==> src/hw/periodic_timer_pkg.sv <==
/*
 * Constants, register map and field layout of the periodic timer.
 * Assumes an AXI4-Lite master with 32-bit data on the same clock.
 */
// Operation
// - Mode 00 selects compare-match output
// - Clear-select low: clear on P, both flags
// - Clear-select high: clear on A, A flag only
// - A value zero: overflow at 3FF, no A flag
// - Compare mode: pin changes only on A match or run rise
// - A match drives pin per output function
// - Function 00 none, 01 low, 10 high, 11 toggle
// - Run rising edge loads initial pin level
// - Mode 11 like compare, pin not driven
// - PWM is mode 10, function 10
// - PWM period from P, zero means 1024
// - Duty at or above period gives 100%
// - PWM raises A and P flags on matches
// - PWM active level, forced levels, inversion
// - PWM counter runs while output forced
// - Single pulse is mode 10, function 11
// - Run rising edge starts pulse and counter
// - External clock rising edge sets run bit
// - A match or run clear ends pulse
// - Pulse counter resets only on run rise
// - Mode 01 capture, source select, run start
// - Capture edge copies counter into A
// - Capture counter free runs, P match clears
// - Capture function 11 disables capture
// - Capture edge: 00 rise, 01 fall, 10 both
// - Output control 0 active low, 1 high
package periodic_timer_pkg;

	localparam int CNT_W = 10;

	localparam logic [3:0] OFF_CONTROL = 4'h0;
	localparam logic [3:0] OFF_COMPARE_A = 4'h4;
	localparam logic [3:0] OFF_COMPARE_P = 4'h8;
	localparam logic [3:0] OFF_COUNT = 4'hC;

	localparam int POS_RUN = 8;
	localparam int POS_FLAG_A = 9;
	localparam int POS_FLAG_P = 10;

	localparam logic [1:0] MODE_COMPARE = 2'h0;
	localparam logic [1:0] MODE_CAPTURE = 2'h1;
	localparam logic [1:0] MODE_PWM = 2'h2;
	localparam logic [1:0] MODE_TIMER = 2'h3;

	localparam logic [1:0] FUNC_00 = 2'h0;
	localparam logic [1:0] FUNC_01 = 2'h1;
	localparam logic [1:0] FUNC_10 = 2'h2;
	localparam logic [1:0] FUNC_11 = 2'h3;

	localparam logic [7:0] CONTROL_RESET = 8'h00;
	localparam logic [1:0] RESP_OKAY = 2'h0;
	localparam logic [1:0] RESP_SLVERR = 2'h2;

	typedef struct packed {
		logic [1:0] mode_sel;
		logic [1:0] out_func;
		logic out_init_level;
		logic out_invert;
		logic capture_source_sel;
		logic clear_select;
	} timer_control_one_t;

	typedef struct packed {
		logic rise;
		logic fall;
	} edge_pair_t;

endpackage : periodic_timer_pkg

==> src/hw/pin_edge_sync.sv <==
/*
 * Three-stage pin synchroniser with edge detection.
 * Assumes an asynchronous pin and the system clock.
 */
`timescale 1ns/1ps
module pin_edge_sync (
	input wire logic aclk,
	input wire logic aresetn,
	input wire logic pin,
	output periodic_timer_pkg::edge_pair_t edges
);
	logic s1;
	logic s2;
	logic s3;
	logic settled;

	always_ff @(posedge aclk) begin
		if (!aresetn) begin
			s1 <= 1'b0;
			s2 <= 1'b0;
			s3 <= 1'b0;
		end else begin
			s1 <= pin;
			s2 <= s1;
			s3 <= s2;
		end
	end

	// Level accepted once stages two and three agree
	always_ff @(posedge aclk) begin
		if (!aresetn)
			settled <= 1'b0;
		else if (s2 == s3)
			settled <= s3;
	end

	assign edges = '{rise: s2 & s3 & ~settled, fall: ~s2 & ~s3 & settled};

endmodule : pin_edge_sync

==> src/hw/periodic_timer.sv <==
/*
 * Ten-bit periodic timer: compare, timer, PWM, single pulse, capture.
 * Assumes an AXI4-Lite master and a one-cycle count tick from a prescaler.
 */
`timescale 1ns/1ps
module periodic_timer #(
	parameter int CNT_W = periodic_timer_pkg::CNT_W
) (
	input wire logic aclk,
	input wire logic aresetn,
	input wire logic [3:0] s_axi_awaddr,
	input wire logic s_axi_awvalid,
	output logic s_axi_awready,
	input wire logic [31:0] s_axi_wdata,
	input wire logic [3:0] s_axi_wstrb,
	input wire logic s_axi_wvalid,
	output logic s_axi_wready,
	output logic [1:0] s_axi_bresp,
	output logic s_axi_bvalid,
	input wire logic s_axi_bready,
	input wire logic [3:0] s_axi_araddr,
	input wire logic s_axi_arvalid,
	output logic s_axi_arready,
	output logic [31:0] s_axi_rdata,
	output logic [1:0] s_axi_rresp,
	output logic s_axi_rvalid,
	input wire logic s_axi_rready,
	input wire logic count_tick,
	input wire logic timer_io_pin_in,
	input wire logic timer_ext_clock_pin,
	output logic timer_io_pin_out,
	output logic timer_io_pin_oe
);
	////////////////////////////////////////////////////////////////////
	periodic_timer_pkg::timer_control_one_t timer_control_one;
	logic [CNT_W-1:0] compare_a_value;
	logic [CNT_W-1:0] compare_p_value;
	logic [CNT_W-1:0] count;
	logic run_bit;
	logic run_prev;
	logic match_a_flag;
	logic match_p_flag;
	logic pin_level;
	periodic_timer_pkg::edge_pair_t io_edges;
	periodic_timer_pkg::edge_pair_t ck_edges;

	pin_edge_sync io_sync (
		.aclk(aclk),
		.aresetn(aresetn),
		.pin(timer_io_pin_in),
		.edges(io_edges)
	);

	pin_edge_sync ck_sync (
		.aclk(aclk),
		.aresetn(aresetn),
		.pin(timer_ext_clock_pin),
		.edges(ck_edges)
	);

	////////////////////////////////////////////////////////////////////
	// Mode decode
	logic [1:0] mode;
	logic [1:0] func;
	logic is_cmp;
	logic is_pwm;
	logic is_pulse;
	logic is_cap;
	assign mode = timer_control_one.mode_sel;
	assign func = timer_control_one.out_func;
	assign is_cmp = (mode == periodic_timer_pkg::MODE_COMPARE) ||
		(mode == periodic_timer_pkg::MODE_TIMER);
	assign is_pwm = (mode == periodic_timer_pkg::MODE_PWM) &&
		(func != periodic_timer_pkg::FUNC_11);
	assign is_pulse = (mode == periodic_timer_pkg::MODE_PWM) &&
		(func == periodic_timer_pkg::FUNC_11);
	assign is_cap = (mode == periodic_timer_pkg::MODE_CAPTURE);

	logic run_rise;
	assign run_rise = run_bit & ~run_prev;

	////////////////////////////////////////////////////////////////////
	// Comparators, evaluated on a tick so each match is one event
	logic [CNT_W-1:0] count_inc;
	logic hit_a;
	logic hit_p;
	logic overflow;
	logic match_a;
	logic match_p;
	logic clear_cnt;
	assign count_inc = count + CNT_W'(1);
	assign overflow = (count == {CNT_W{1'b1}});
	assign hit_a = (count_inc == compare_a_value) ||
		(compare_a_value == '0 && overflow);
	assign hit_p = (count_inc == compare_p_value) ||
		(compare_p_value == '0 && overflow);
	assign match_a = run_bit && count_tick && hit_a &&
		!(is_cmp && compare_a_value == '0) && !is_cap;
	assign match_p = run_bit && count_tick && hit_p &&
		!(is_cmp && timer_control_one.clear_select) && !is_pulse;

	always_comb begin
		clear_cnt = 1'b0;
		if (is_cmp) begin
			if (timer_control_one.clear_select)
				clear_cnt = hit_a;
			else
				clear_cnt = hit_p;
		end else if (is_pwm || is_cap) begin
			clear_cnt = hit_p;
		end
	end

	// Capture edge selection
	periodic_timer_pkg::edge_pair_t cap_src;
	logic cap_event;
	assign cap_src = timer_control_one.capture_source_sel ? ck_edges :
		io_edges;
	always_comb begin
		unique case (func)
			periodic_timer_pkg::FUNC_00: cap_event = cap_src.rise;
			periodic_timer_pkg::FUNC_01: cap_event = cap_src.fall;
			periodic_timer_pkg::FUNC_10:
				cap_event = cap_src.rise | cap_src.fall;
			periodic_timer_pkg::FUNC_11: cap_event = 1'b0;
		endcase
	end
	logic capture;
	assign capture = is_cap && run_bit && cap_event;

	////////////////////////////////////////////////////////////////////
	// AXI4-Lite slave
	logic aw_held;
	logic w_held;
	logic [3:0] aw_addr;
	logic [31:0] w_data;
	logic [3:0] w_strb;
	logic do_write;
	assign s_axi_awready = !aw_held && !s_axi_bvalid;
	assign s_axi_wready = !w_held && !s_axi_bvalid;
	assign do_write = aw_held && w_held && !s_axi_bvalid;

	always_ff @(posedge aclk) begin
		if (!aresetn) begin
			aw_held <= 1'b0;
			w_held <= 1'b0;
			aw_addr <= 4'h0;
			w_data <= 32'h0000_0000;
			w_strb <= 4'h0;
			s_axi_bvalid <= 1'b0;
			s_axi_bresp <= periodic_timer_pkg::RESP_OKAY;
		end else begin
			if (s_axi_awvalid && s_axi_awready) begin
				aw_held <= 1'b1;
				aw_addr <= s_axi_awaddr;
			end
			if (s_axi_wvalid && s_axi_wready) begin
				w_held <= 1'b1;
				w_data <= s_axi_wdata;
				w_strb <= s_axi_wstrb;
			end
			if (do_write) begin
				aw_held <= 1'b0;
				w_held <= 1'b0;
				s_axi_bvalid <= 1'b1;
				s_axi_bresp <= (aw_addr[1:0] == 2'h0) ?
					periodic_timer_pkg::RESP_OKAY :
					periodic_timer_pkg::RESP_SLVERR;
			end else if (s_axi_bvalid && s_axi_bready) begin
				s_axi_bvalid <= 1'b0;
			end
		end
	end

	logic wr_ctl;
	logic wr_a;
	logic wr_p;
	assign wr_ctl = do_write && aw_addr == periodic_timer_pkg::OFF_CONTROL;
	assign wr_a = do_write && aw_addr == periodic_timer_pkg::OFF_COMPARE_A;
	assign wr_p = do_write && aw_addr == periodic_timer_pkg::OFF_COMPARE_P;

	////////////////////////////////////////////////////////////////////
	// Control register; rely on software not misprogramming
	always_ff @(posedge aclk) begin
		if (!aresetn)
			timer_control_one <= periodic_timer_pkg::CONTROL_RESET;
		else if (wr_ctl && w_strb[0])
			timer_control_one <= w_data[7:0];
	end

	always_ff @(posedge aclk) begin
		if (!aresetn)
			compare_p_value <= '0;
		else if (wr_p && w_strb[0])
			compare_p_value <= w_data[CNT_W-1:0];
	end

	always_ff @(posedge aclk) begin
		if (!aresetn)
			compare_a_value <= '0;
		else if (capture)
			compare_a_value <= count;
		else if (wr_a && w_strb[0])
			compare_a_value <= w_data[CNT_W-1:0];
	end

	// Run bit: software, external trigger, pulse end
	always_ff @(posedge aclk) begin
		if (!aresetn) begin
			run_bit <= 1'b0;
			run_prev <= 1'b0;
		end else begin
			run_prev <= run_bit;
			if (is_pulse && !run_bit && ck_edges.rise)
				run_bit <= 1'b1;
			else if (is_pulse && match_a)
				run_bit <= 1'b0;
			else if (wr_ctl && w_strb[1])
				run_bit <= w_data[periodic_timer_pkg::POS_RUN];
		end
	end

	// Flags: set wins over a write-one clear
	always_ff @(posedge aclk) begin
		if (!aresetn) begin
			match_a_flag <= 1'b0;
			match_p_flag <= 1'b0;
		end else begin
			if (match_a || capture)
				match_a_flag <= 1'b1;
			else if (wr_ctl && w_strb[1] &&
				w_data[periodic_timer_pkg::POS_FLAG_A])
				match_a_flag <= 1'b0;
			if (match_p)
				match_p_flag <= 1'b1;
			else if (wr_ctl && w_strb[1] &&
				w_data[periodic_timer_pkg::POS_FLAG_P])
				match_p_flag <= 1'b0;
		end
	end

	////////////////////////////////////////////////////////////////////
	// Counter
	always_ff @(posedge aclk) begin
		if (!aresetn)
			count <= '0;
		else if (run_rise && is_pulse)
			count <= '0;
		else if (run_bit && count_tick) begin
			if (clear_cnt)
				count <= '0;
			else
				count <= count_inc;
		end
	end

	////////////////////////////////////////////////////////////////////
	// Output pin
	logic lvl;
	logic pwm_on;
	logic pwm_wave;
	logic [CNT_W:0] period;
	assign lvl = timer_control_one.out_init_level;
	assign period = (compare_p_value == '0) ? (CNT_W+1)'(1 << CNT_W) :
		{1'b0, compare_p_value};
	assign pwm_on = ({1'b0, compare_a_value} >= period) ||
		(count < compare_a_value);

	always_comb begin
		unique case (func)
			periodic_timer_pkg::FUNC_00: pwm_wave = ~lvl;
			periodic_timer_pkg::FUNC_01: pwm_wave = lvl;
			default: pwm_wave = pwm_on ? lvl : ~lvl;
		endcase
	end

	always_ff @(posedge aclk) begin
		if (!aresetn)
			pin_level <= 1'b0;
		else if (is_cmp) begin
			if (run_rise)
				pin_level <= lvl;
			else if (match_a) begin
				unique case (func)
					periodic_timer_pkg::FUNC_00: pin_level <= pin_level;
					periodic_timer_pkg::FUNC_01: pin_level <= 1'b0;
					periodic_timer_pkg::FUNC_10: pin_level <= 1'b1;
					periodic_timer_pkg::FUNC_11:
						pin_level <= ~pin_level;
				endcase
			end
		end else if (is_pwm)
			pin_level <= run_bit ? pwm_wave : ~lvl;
		else if (is_pulse)
			pin_level <= run_bit ? lvl : ~lvl;
		else
			pin_level <= 1'b0;
	end

	always_ff @(posedge aclk) begin
		if (!aresetn)
			timer_io_pin_out <= 1'b0;
		else
			timer_io_pin_out <= pin_level ^ timer_control_one.out_invert;
	end

	assign timer_io_pin_oe = (mode == periodic_timer_pkg::MODE_COMPARE) ||
		(mode == periodic_timer_pkg::MODE_PWM);

	////////////////////////////////////////////////////////////////////
	// Read channel
	logic [31:0] rd_word;
	always_comb begin
		rd_word = 32'h0000_0000;
		unique case (s_axi_araddr)
			periodic_timer_pkg::OFF_CONTROL: begin
				rd_word[7:0] = timer_control_one;
				rd_word[periodic_timer_pkg::POS_RUN] = run_bit;
				rd_word[periodic_timer_pkg::POS_FLAG_A] = match_a_flag;
				rd_word[periodic_timer_pkg::POS_FLAG_P] = match_p_flag;
			end
			periodic_timer_pkg::OFF_COMPARE_A:
				rd_word[CNT_W-1:0] = compare_a_value;
			periodic_timer_pkg::OFF_COMPARE_P:
				rd_word[CNT_W-1:0] = compare_p_value;
			periodic_timer_pkg::OFF_COUNT: rd_word[CNT_W-1:0] = count;
			default: rd_word = 32'h0000_0000;
		endcase
	end

	assign s_axi_arready = !s_axi_rvalid;

	always_ff @(posedge aclk) begin
		if (!aresetn) begin
			s_axi_rvalid <= 1'b0;
			s_axi_rdata <= 32'h0000_0000;
			s_axi_rresp <= periodic_timer_pkg::RESP_OKAY;
		end else if (s_axi_arvalid && s_axi_arready) begin
			s_axi_rvalid <= 1'b1;
			s_axi_rdata <= rd_word;
			s_axi_rresp <= (s_axi_araddr[1:0] == 2'h0) ?
				periodic_timer_pkg::RESP_OKAY :
				periodic_timer_pkg::RESP_SLVERR;
		end else if (s_axi_rvalid && s_axi_rready) begin
			s_axi_rvalid <= 1'b0;
		end
	end

endmodule : periodic_timer

==> config.mk <==
export PLATFORM = sky130hd
export DESIGN_NAME = periodic_timer
export DESIGN_NICKNAME = d
export VERILOG_FILES = /design/src/hw/periodic_timer_pkg.sv /design/src/hw/pin_edge_sync.sv /design/src/hw/periodic_timer.sv
export SDC_FILE = /design/constraint.sdc
export NUM_CORES = 1
export LEC_CHECK = 0
export BUFFER_PORTS_ARGS = -buffer_cell sky130_fd_sc_hd__buf_2
export CORE_MARGIN = 2
export CORE_UTILIZATION = 56
export DETAILED_ROUTE_END_ITERATION = 12
export GPL_TIMING_DRIVEN = 0
export MAX_ROUTING_LAYER = met4
export PLACE_DENSITY = 0.87
export SLEW_MARGIN = 30
export SYNTH_ARGS = -nofsm -noshare
export SYNTH_HDL_FRONTEND = slang
export SYNTH_HIERARCHICAL = 1
export SYNTH_SLANG_ARGS = --single-unit
==> constraint.sdc <==
create_clock -name aclk -period 2.9 [get_ports aclk]
set_input_delay 0.58 -clock aclk [delete_from_list [all_inputs] [get_ports aclk]]
set_output_delay 0.58 -clock aclk [all_outputs]
set_load 0.01 [all_outputs]
* Word level (Yosys, flattened, before mapping)
Index checks and enable logic that the tools add are counted.
Storage, ports and cells: memory bits (read-only) 0, bits in registers 88, output and inout bits 43, memories kept 0, bits in latches 0, memory bits (writable) 0, bits of input ports 54, logic and storage cells 180
Cells by class: bitwise logic cells 21, shifts and indexed selects 0, order comparisons 2, reduce and logical (&&, ||, !) cells 70, equality and inequality tests 19, muxes and demuxes 34, add/sub/neg operators 1, multiply operators 0, div/mod/pow operators 0
Operator list (number):
- case mux 10 bit (4 select lines) | 1
- logical AND 1 bit | 37
- two-way mux 10 bit | 3
- two-way mux 1 bit | 23
- equality test 10 bit | 2
- zero test 10 bit | 2
- equality test 4 bit, second input constant | 3
- greater-or-equal comparator 10 x 11 -> 1 bit | 1
- two-way mux 11 bit | 1
- adder 10 x 1 -> 10 bit, second input constant | 1
- equality test 10 bit, second input constant | 1
- less-than comparator 10 bit | 1
- NOT 1 bit | 10
- nonzero test 2 bit | 5
- bitwise AND 1 bit | 9
- zero test 1 bit | 9
- equality test 2 bit, second input constant | 4
- equality test 4 x 3 -> 1 bit, second input constant | 2
- zero test 2 bit | 4
- zero test 4 bit | 2
- logical OR 1 bit | 7
- two-way mux 2 bit | 3
- equality test 2 x 1 -> 1 bit, second input constant | 2
- case mux 1 bit (4 select lines) | 1
- 11 further kinds | 13

* Longest topological paths before layout
Gate-level depths: netlist (run 1).
depth in word-level cells 9, mapped depth 11, mapped depth without buffers 10

* Cells and area by module
The synthesis (run 1) kept the hierarchy.
Modules (own cells, without submodules):
- periodic_timer | sequential area each 1561.5 um^2, cells each 604, times used 1, area each 4941.0 um^2
- pin_edge_sync | sequential area each 80.1 um^2, cells each 15, times used 2, area each 160.2 um^2

* Least setup slack after synthesis (run 1)
No wires, ideal clock.
path kind register to register, from register count[0], to register count[9], path slack 0.704 ns, setup time 0.136 ns, arrival 2.060 ns, cell stages (with the launch flop) 11, period minus slack after synthesis 2.196 ns, path buffers 2, data required time 2.764 ns, cell sequence dfxtp_1 > ha_1 > buf_2 > and3_1 > buf_2 > a31oi_1 > nand2_1 > a211oi_1 > nand4_2 > nand4_1 > a31oi_1
Between the ends: cells in the longest elaborated chain, start to end 6, elaborated cells between the ends (all ways) 12, classes of those cells 1 x add/sub; 3 x eq/ne; 4 x mux; 4 x reduce/logical
RTL lines:
- start, declared | RTL line periodic_timer.sv:38 | logic [CNT_W-1:0] count;
- start signal, assigned | RTL line periodic_timer.sv:253 | count <= count_inc;
- adder 10 x 1 -> 10 bit or equality test 10 bit (tied branches) | RTL line periodic_timer.sv:91, periodic_timer.sv:92
- equality test 10 bit (tied with other cells) | RTL line periodic_timer.sv:95 | assign hit_p = (count_inc == compare_p_value) ||
- logical OR 1 bit (on tied branches) | RTL line periodic_timer.sv:95, periodic_timer.sv:93
- two-way mux 1 bit (on tied branches) | RTL line periodic_timer.sv:109, periodic_timer.sv:105
- two-way mux 1 bit | RTL line periodic_timer.sv:104 | if (is_cmp) begin
- two-way mux 10 bit (*) | RTL line periodic_timer.sv:250 | if (clear_cnt)
Every way passes the cells marked *; elsewhere a longest branch is shown, timed or not. A chain may end at the register's enable or synchronous reset.

* Worst setup path in the final report (run 1)
from register count[0], to register match_p_flag
Between the ends: cells in the longest elaborated chain, start to end 7, elaborated cells between the ends (all ways) 10, classes of those cells 1 x add/sub; 2 x eq/ne; 1 x mux; 6 x reduce/logical
RTL lines:
- adder 10 x 1 -> 10 bit or equality test 10 bit (tied branches) | RTL line periodic_timer.sv:91, periodic_timer.sv:92
- equality test 10 bit or logical AND 1 bit (tied branches) | RTL line periodic_timer.sv:95, periodic_timer.sv:96
- logical OR 1 bit (*) | RTL line periodic_timer.sv:95
- logical AND 1 bit (*) (2 in series) | RTL line periodic_timer.sv:99 | assign match_p = run_bit && count_tick && hit_p &&
- logical AND 1 bit (*) | RTL line periodic_timer.sv:100 | !(is_cmp && timer_control_one.clear_select) && !is_pulse;
- two-way mux 1 bit or nonzero test 2 bit (tied branches)
- end signal, assigned | RTL line periodic_timer.sv:227 | match_p_flag <= 1'b0;
- end signal, assigned | RTL line periodic_timer.sv:235 | match_p_flag <= 1'b1;
- end signal, assigned | RTL line periodic_timer.sv:238 | match_p_flag <= 1'b0;
- end, declared | RTL line periodic_timer.sv:42 | logic match_p_flag;
Marked as above.

==> metrics.md, run 1 <==
| Metric | Value |
|---|---|
| Routed vias | 4971 |
| I/O Buffers | 50 |
| Result of the run | finished, final reports clean |
| Top-level I/O count | 97 |
| Setup repair after global routing missed its margin | false |
| Maximum buffer depth of the clock tree | 2 |
| Endpoint type of the worst setup path | flip-flop |
| Number of placement rows | 35 |
| Most used flip-flop cell after synthesis | dfxtp_1 |
| Accumulated negative setup slack | 0 ns |
| Cell type with the highest aggregate area in the netlist | dfxtp_1 |
| Sinks on the clock net | 86 |
| Standby leakage power | 2.353 nW |
| Leading cell types by count after synthesis | dfxtp_1, nor2_1, nand2_1 |
| Maximum cell stage delay along the critical path | 0.54 ns |
| Initial antenna violation count | 0 |
| Placer congestion estimate | 1.024 |
| Cell area after technology mapping | 0.005261 mm2 |
| Number of enable-type register cells in the synthesized netlist | 0 |
| Violation count after the first detailed-routing iteration | 494 |
| # H-tree levels | 3 |
| Slowest library cell on the worst path | dfxtp_1 |
| Cell chain of the critical path | ha_1 -> buf_2 -> nand3_4 -> nor3_2 -> o32ai_1 -> a211oi_2 -> a32o_1 -> nand4_1 -> a21oi_1 |
| Clock period minus worst slack | 2.691 ns |
| Final Hold Fails | 0 |
| Vias in the first global route | 4676 |
| Number of buffers created by CTS | 9 |
| Hold Path Class | input pin to flip-flop |
| Via/cell ratio | 5.968 |
| Area added between synthesis and finish | 12.87% |
| Cell with the most instances after synthesis | dfxtp_1 |
| Max-slew violation count | 0 |
| Congestion Overflow GR | 0 |
| Die Wd | 100.9 um |
| Detail Route Antenna Nets | 0 |
| Hpwl dp | 11.02 mm |
| DRC violations left | 0 |
| Post-synthesis area per instance | 8.299 um2 |
| Initial Utilization | 57.21% |
| Chip height | 100.9 um |
| Kind of critical path | flip-flop to flip-flop |
| Met1 routed wirelength after detailed routing | 6.103 mm |
| Routed WL per cell | 17.87 um |
| Total global routing track utilization | 30.91% |
| Post-layout net count | 799 |
| Largest net degree at the start of global routing | 17 |
| Number of distinct library cells after synthesis | 61 |
| Antenna fix cells | 0 |
| Synthesized flop and latch total | 86 |
| Routed length on met2 | 6.804 mm |
| CTS Root Cell | clkbuf_8 |
| Clock transition at the register clock pins on the worst setup and hold paths after CTS | 0.10 ns |
| MaxCap Viol Count | 0 |
| FFs w/ async S/R, synth | 0% |
| Global-route wire length before repair | 23.69 mm |
| Top Layer Used | met4 |
| Startpoint type of the worst setup path | flip-flop |
| Top cells by area, synth | dfxtp_1, mux2i_1, ha_1 |
| Routed wl met3 | 1.292 mm |
| Ys Warns | 6 |
| Max Fclk | 0.3716 GHz |
| Post-route core utilization | 64.57% |
| Crit-path max FO | 8 |
| Rel. slew slack | 36.75% |
| Final setup violating endpoints | 0 |
| Die area | 0.01019 mm2 |
| Cell area power density | 381.8 mW/mm2 |
| Number of iterations in the first detailed-routing pass | 8 |
| Instance count of the mapped netlist | 634 |
| Maximum vdd ir drop | 341.4 uV |
| Clock latency reported for the late side of the worst-skew pair | 0.38 ns |
| Share of the yosys chip area belonging to registers | 32.72% |
| Synth top area share | 32.72% |
| Data required time of the worst path | 3.21 ns |
| CTS tree | yes |
| Core area | 0.009196 mm2 |
| Worst-Margin Slew | 0.9463 ns |
| Number of buffers inserted by hold repair at cts | 0 |
| Critical Path AT | 3.00 ns |
| Final cycle utilization of the critical path | 92.79% |
| Routed WL | 14.89 mm |
| Max Clock Skew | 0.01120 ns |
| Proportion of layout cells with a drive suffix above 1 | 16.62% |
## power by group
group,internal [mW],leakage [nW],switching (mW)
clock network,0.348,0.0950,0.501
logic,0.0776,1.56,0.104
registers,1.21,0.697,0.0288
## logic make-up after synthesis
logic type / count (synthesis) / synth area share, %
fa+ha+maj: 28 / 6.659
flops: 86 / 32.72
compound gates: 133 / 16.81
xor+xnor: 26 / 4.851
simple gates: 224 / 22.21
other cells: 1 / 0.07128
buf+inv: 97 / 9.179
mux: 39 / 7.491
## final timing paths
kind,start,to,depth (start not counted),slack (ns)
min,s_axi_rready,s_axi_rvalid,2,0.37
min reg2reg,ck_sync/s1,ck_sync/s2,1,0.44
max reg2reg,count[0],match_p_flag,9,0.21
max,count[0],match_p_flag,9,0.21
## area by class of cell
class / instances / area, um2
timing repair buffer: 50 / 250.2
inverter: 37 / 138.9
clock buffer: 10 / 137.6
buffer: 60 / 344.1
clock inverter: 6 / 53.80
sequential: 86 / 1722
multi-input combinational: 473 / 3153
tap: 111 / 138.9
fill: 763 / 3258
## layout by cell type, fill, tap and decap left out, types with 9 or more instances in the layout
cell,synthesis,routed
and2_1,16,16
inv_1,36,36
buf_4,26,26
o21ai_0,11,11
nor2b_1,16,16
dfxtp_1,86,86
clkbuf_1,22,22
a21oi_1,51,51
nand4_1,13,13
xnor2_1,19,19
nor2_1,61,61
buf_2,10,60
nand2_1,55,55
and3_1,9,9
a22oi_1,20,20
ha_1,28,28
clkbuf_8,0,10
nand2b_1,9,9
mux2i_1,36,36
conb_1,1,23
## worst max-delay path, delay by kind of cell, from the launching register on
family	cells	cell delay, ns
buffers and inverters	1	0.22
AO/OA/AOI/OAI	4	0.99
AND/OR/NAND/NOR	3	0.67
adder cells (fa/ha/maj)	1	0.20
flip-flops	1	0.54
## through the flow
| stage | hold WS, ns | setup slack, ns | power (mW) | cell area, um2 | std cells |
|---|---|---|---|---|---|
| after floorplan | 0.4118 | 0.7036 | 1.376 | 5344 | 656 |
| after global placement | 0.4137 | 0.1857 | 1.434 | 5733 | 817 |
| after detailed placement | 0.4241 | 0.1112 | 1.442 | 5733 | 817 |
| after CTS | 0.3793 | 0.1004 | 2.259 | 5924 | 833 |
| after global routing | 0.3904 | 0.03671 | 2.323 | 5938 | 833 |
| final | 0.3708 | 0.2091 | 2.267 | 5938 | 833 |
## state kept, by name, indices dropped and copies added, names as in the netlist, 2 cells and up
signal and flops:
w_strb 2, compare_a_value 10, mode 2, s_axi_rdata 11
compare_p_value 10, func 2, timer_control_one 3, aw_addr 4
w_data 11, count 10
## layer usage
metal  track usage, %  vias up
met5                -        -
met4            16.01        0
met3            6.103       73
met2            47.64      267
met1            38.41     2289
li1                 -     2342
## repair_timing
action                     4_1_cts  5_1_grt
hold endpoints to repair         0        0
buffers inserted                 0        0
gates resized for setup          0        2
setup endpoints to repair        0       11
Note: power is estimated with default switching activity, not from simulation.
==> run 2: changes to the inputs <==
Settings changed: CORE_UTILIZATION 56 to 57, PLACE_DENSITY 0.87 to 0.88, SYNTH_HIERARCHICAL 1 to unset.
==> metrics.md, run 2 <==
| Metric | Value |
|---|---|
| Result of the run | finished, final reports clean |
| CTS Root Cell | clkbuf_8 |
| Cell chain of the critical path | ha_1 -> buf_2 -> xor3_1 -> a2111oi_4 -> o2111ai_2 -> nor4_4 -> nand3_1 -> a31oi_1 -> o21ai_0 |
| Number of distinct library cells after synthesis | 64 |
| Final setup violating endpoints | 0 |
| Cell area power density | 400.1 mW/mm2 |
| Chip height | 101.3 um |
| DRC violations left | 0 |
| Maximum cell stage delay along the critical path | 0.45 ns |
| Cell Count, Final, Fillers Out | 839 |
| Routed wl met3 | 1.400 mm |
| Post-route core utilization | 67.21% |
| CP delay by family, top | compound AO/OA/AOI/OAI gates |
| Routed length on met2 | 7.285 mm |
| Violation count after the first detailed-routing iteration | 574 |
| Top-level I/O count | 97 |
| Antenna fix cells | 0 |
| Accumulated negative setup slack | 0 ns |
| Slowest library cell on the worst path | dfxtp_4 |
| Kind of critical path | flip-flop to flip-flop |
| Die area | 0.01027 mm2 |
| Detail Route Antenna Nets | 0 |
| Cell with the most instances after synthesis | dfxtp_1 |
| Cell type with the highest aggregate area in the netlist | dfxtp_1 |
| Core area | 0.009196 mm2 |
| Synthesized flop and latch total | 86 |
| Maximum vdd ir drop | 342.4 uV |
| FFs w/ async S/R, synth | 0% |
| # H-tree levels | 3 |
| Share of the yosys chip area belonging to registers | 31.88% |
| Worst-Margin Slew | 0.8593 ns |
| Synth top area share | 31.88% |
| Placed instance area | 0.005867 mm2 |
| Die Wd | 101.3 um |
| Total global routing track utilization | 30.93% |
| Commonest cells after routing, fill and taps aside | dfxtp_1, nand2_1, buf_2 |
| Via/cell ratio | 6.017 |
| Most common library cell in the layout ignoring fill and taps | dfxtp_1 |
| Crit-path max FO | 10 |
| Number of buffers created by CTS | 9 |
| Number of placement rows | 35 |
| Routed vias | 5048 |
| MaxCap Viol Count | 0 |
| Maximum buffer depth of the clock tree | 2 |
| Met1 routed wirelength after detailed routing | 5.845 mm |
| Top cells by area, synth | dfxtp_1, ha_1, mux2i_1 |
| Hold Path Class | input pin to flip-flop |
| Rel. slew slack | 41.91% |
| Number of enable-type register cells in the synthesized netlist | 0 |
| Number of buffers inserted by hold repair at cts | 0 |
| Hpwl dp | 11.19 mm |
| Initial antenna violation count | 0 |
| Standby leakage power | 2.560 nW |
| Most used flip-flop cell after synthesis | dfxtp_1 |
| Max Fclk | 0.3495 GHz |
| Sinks on the clock net | 86 |
| Proportion of layout cells with a drive suffix above 1 | 15.25% |
| Post-synthesis area per instance | 8.438 um2 |
| CTS tree | yes |
| Placer congestion estimate | 0.9849 |
| Count of fill cells added during filler insertion | 779 |
| Ys Warns | 0 |
| Post-layout net count | 805 |
| Clock period minus worst slack | 2.861 ns |
| Final cycle utilization of the critical path | 98.67% |
| Clock latency reported for the late side of the worst-skew pair | 0.37 ns |
| Instance count of the mapped netlist | 640 |
| I/O Buffers | 49 |
| Routed WL | 15.20 mm |
| Final Hold Fails | 0 |
| Largest registers in the final layout | s_axi_rdata: 11 flops, w_data: 11 flops |
| Vias in the first global route | 4816 |
| Top Layer Used | met4 |
| Area of all placed cells without fillers | 0.006181 mm2 |
| Max Clock Skew | 0.02041 ns |
| Max-slew violation count | 0 |
| Endpoint type of the worst setup path | flip-flop |
| Clock transition at the register clock pins on the worst setup and hold paths after CTS | 0.09 ns |
| Dpl cells | 822 |
| Largest net degree at the start of global routing | 16 |
| Leading cell types by count after synthesis | dfxtp_1, nand2_1, nor2b_1 |
| Number of iterations in the first detailed-routing pass | 7 |
| Initial Utilization | 58.72% |
| Total Power | 2.473 mW |
| Area added between synthesis and finish | 14.46% |
| Global-route wire length before repair | 23.99 mm |
| Data required time of the worst path | 3.13 ns |
| Critical Path AT | 3.09 ns |
| Number of buffer and inverter stages on the critical path | 1 |
| Startpoint type of the worst setup path | flip-flop |
| Congestion Overflow GR | 0 |
| Cell area after technology mapping | 0.005400 mm2 |
| Routed WL per cell | 18.12 um |
==> run 2: changes by cell type in the layout (fill, tap and decap cells not counted), moves of 8 or more <==
cell / change
a21boi_0: +10
a21oi_1: -16
clkbuf_1: +8
nand2_1: +15
nand3_1: +12
nor2_1: -44
nor2b_1: +25
nor3_1: +11
o211a_1: +11
==> run 2: kinds of logic after synthesis <==
| group | after synthesis | synth area share (%) |
|---|---|---|
| AO/OA/AOI/OAI | 142 | 18.79 |
| XOR/XNOR | 27 | 5.445 |
| adder cells (fa/ha/maj) | 28 | 6.488 |
| buffers and inverters | 95 | 8.596 |
| flip-flops | 86 | 31.88 |
| multiplexers | 36 | 6.696 |
| other | 1 | 0.06944 |
| AND/OR/NAND/NOR | 225 | 22.03 |
==> run 2: layer usage <==
layer  vias to the layer above  global-route usage (%)
li1                       2387                       -
met1                      2289                   37.51
met2                       309                   51.35
met3                        63                   4.900
met4                         0                   12.47
met5                         -                       -
==> run 2: worst paths after layout <==
path | from | end | slack (ns) | cells past startpoint
max reg2reg | count[1] | count[0] | 0.04 | 9
max | count[1] | count[0] | 0.04 | 9
min | timer_ext_clock_pin | ck_sync.s1 | 0.43 | 2
min reg2reg | ck_sync.s1 | ck_sync.s2 | 0.44 | 1
==> run 2: area by class of cell <==
| cell class | instances | area (um2) | area share [%] |
|---|---|---|---|
| flip-flops and latches | 86 | 1725 | 27.91 |
| plain buffers | 62 | 340.3 | 5.506 |
| clock buffers | 10 | 127.6 | 2.065 |
| well taps | 111 | 138.9 | 2.247 |
| clock inverters | 6 | 118.9 | 1.923 |
| inverters | 32 | 120.1 | 1.943 |
| multi-input cells | 481 | 3337 | 53.99 |
| repair buffers | 51 | 272.8 | 4.413 |
==> run 2: report_power, final <==
group | total, mW | switching [mW] | internal (mW)
sequential | 1.23 | 0.0262 | 1.21
combinational | 0.189 | 0.105 | 0.0832
clock | 1.05 | 0.469 | 0.582
total | 2.47 | 0.601 | 1.87
==> run 2: through the flow <==
stage | hold slack [ns] | setup WS, ns
floorplan | 0.4119 | 0.3393
global placement | 0.4137 | -0.4055
detailed placement | 0.4267 | -0.4319
CTS | 0.4206 | 0.06076
global route | 0.4298 | -0.01154
finish | 0.4263 | 0.03871
==> run 2: what timing repair did <==
item	in CTS	in global routing
setup endpoints to repair	11	10
pin swaps	2	0
gates resized for setup	3	4
setup buffers	2	0
==> run 3: changes to the inputs <==
Settings changed: CORE_UTILIZATION 57 to 40, PLACE_DENSITY 0.88 to 0.67, REMOVE_ABC_BUFFERS set to 1.
==> metrics.md, run 3 (synthesized netlist as in run 2, its figures left out) <==
| Metric | Value |
|---|---|
| Top-level I/O count | 97 |
| Cell area power density | 416.5 mW/mm2 |
| Initial antenna violation count | 0 |
| Startpoint type of the worst setup path | flip-flop |
| Top Layer Used | met4 |
| Critical path depth in cells | 8 |
| Post-route core utilization | 45.45% |
| Proportion of layout cells with a drive suffix above 1 | 13.28% |
| MaxCap Viol Count | 0 |
| Number of iterations in the first detailed-routing pass | 5 |
| Most common library cell in the layout ignoring fill and taps | dfxtp_1 |
| Met1 routed wirelength after detailed routing | 6.232 mm |
| Die Wd | 120.2 um |
| Clock latency reported for the late side of the worst-skew pair | 0.35 ns |
| Via/cell ratio | 5.517 |
| Chip height | 120.2 um |
| Hpwl dp | 10.41 mm |
| Maximum buffer depth of the clock tree | 2 |
| Initial Utilization | 40.94% |
| Slowest library cell on the worst path | dfxtp_1 |
| Antenna fix cells | 0 |
| Number of buffers created by CTS | 9 |
| Routed WL per cell | 16.93 um |
| Total Power | 2.497 mW |
| Routed length on met2 | 6.720 mm |
| Data required time of the worst path | 3.10 ns |
| Largest registers in the final layout | s_axi_rdata: 11 flops, w_data: 11 flops |
| CTS Root Cell | clkbuf_16 |
| Clock transition at the register clock pins on the worst setup and hold paths after CTS | 0.07 ns |
| Critical Path AT | 2.98 ns |
| I/O Buffers | 50 |
| Commonest cells after routing, fill and taps aside | dfxtp_1, nand2_1, buf_2 |
| Crit-path max FO | 15 |
| Post-layout net count | 747 |
| Number of buffer and inverter stages on the critical path | 1 |
| DRC violations left | 0 |
| Max-slew violation count | 0 |
| Area added between synthesis and finish | 11.01% |
| Global-route wire length before repair | 23.14 mm |
| Setup repair after global routing missed its margin | false |
| Maximum vdd ir drop | 350.8 uV |
| Placer congestion estimate | 1.008 |
| Routed wl met3 | 874 um |
| Final cycle utilization of the critical path | 95.66% |
| CP delay by family, top | compound AO/OA/AOI/OAI gates |
| # H-tree levels | 3 |
| Die area | 0.01445 mm2 |
| Routed WL | 14.33 mm |
| Core area | 0.01319 mm2 |
| Max Fclk | 0.3605 GHz |
| Hold Path Class | input pin to flip-flop |
| Detail Route Antenna Nets | 0 |
| CTS tree | yes |
| Number of buffers inserted by hold repair at cts | 0 |
| Path depth of the worst reg2reg path | 8 |
| Vias in the first global route | 4419 |
| Largest net degree at the start of global routing | 81 |
| Final Hold Fails | 0 |
| Result of the run | finished, final reports clean |
| Max Clock Skew | 0.01001 ns |
| Maximum cell stage delay along the critical path | 0.78 ns |
| Count of fill cells added during filler insertion | 1334 |
| Cell depth of the worst hold path | 2 |
| Sinks on the clock net | 86 |
| Clock period minus worst slack | 2.774 ns |
| Number of placement rows | 42 |
| Routed vias | 4667 |
| Violation count after the first detailed-routing iteration | 358 |
| Kind of critical path | flip-flop to flip-flop |
| Endpoint type of the worst setup path | flip-flop |
| Cell chain of the critical path | nand2b_1 -> a2111oi_2 -> o2111ai_1 -> nor4_4 -> nand3_1 -> a311oi_4 -> buf_4 -> nor3_1 |
| Rel. slew slack | 48.02% |
| Total global routing track utilization | 21.12% |
| Final setup violating endpoints | 0 |
| Standby leakage power | 2.378 nW |
| Worst-Margin Slew | 0.7757 ns |
| Congestion Overflow GR | 0 |
[run 3: path summary, 6_finish.rpt]
path	from	to	slack, ns
max reg2reg	count[6]	count[2]	0.13
min	timer_ext_clock_pin	ck_sync.s1	0.43
min reg2reg	io_sync.s1	io_sync.s2	0.45
max	count[6]	count[2]	0.13
[run 3: stage by stage]
| step | setup slack, ns | instances | hold slack [ns] | area, um2 | TNS [ns] |
|---|---|---|---|---|---|
| 6_report | 0.1258 | 846 | 0.4300 | 5995 | 0 |
| 3_5_place_dp | -0.4877 | 828 | 0.4274 | 5650 | -4.342 |
| 3_3_place_gp | -0.4840 | 825 | 0.4253 | 5609 | -7.485 |
| 4_1_cts | 0.01093 | 846 | 0.4146 | 5969 | 0 |
| 2_1_floorplan | 0.1780 | 599 | 0.4118 | 5139 | 0 |
| 5_1_grt | 0.01182 | 846 | 0.4246 | 5995 | 0 |
[run 3: worst register-to-register path: stages, from the launching register on]
cell       delay [ns]
dfxtp_1          0.78
nand2b_1         0.15
a2111oi_2        0.38
o2111ai_1        0.25
nor4_4           0.37
nand3_1          0.21
a311oi_4         0.23
buf_4            0.20
nor3_1           0.07
[run 3: final cells by class]
class                   count  area, um2  share of cell area [%]
clock buffers               9      225.2                   3.757
multi-input cells         481       3341                   55.73
well taps                 176      220.2                   3.674
clock inverters             7      63.81                   1.064
inverters                  32      120.1                   2.004
flip-flops and latches     86       1735                   28.95
repair buffers             55      289.0                   4.822
[run 3: what timing repair did]
action	4_1_cts	5_1_grt
setup buffers	2	0
pin swaps	2	0
resized for setup	5	7
endpoints found under the setup margin	12	12
[run 3: layer usage]
metal	vias up	global-route usage, %
li1	2272	-
met1	2188	26.55
met3	40	3.396
met5	-	-
met2	167	33.06
met4	0	10.51
[run 3: power by group]
group | leakage, nW | switching [mW] | total, mW | internal [mW]
clock | 0.136 | 0.517 | 1.12 | 0.599
sequential | 0.701 | 0.0247 | 1.23 | 1.21
combinational | 1.54 | 0.0903 | 0.150 | 0.0601
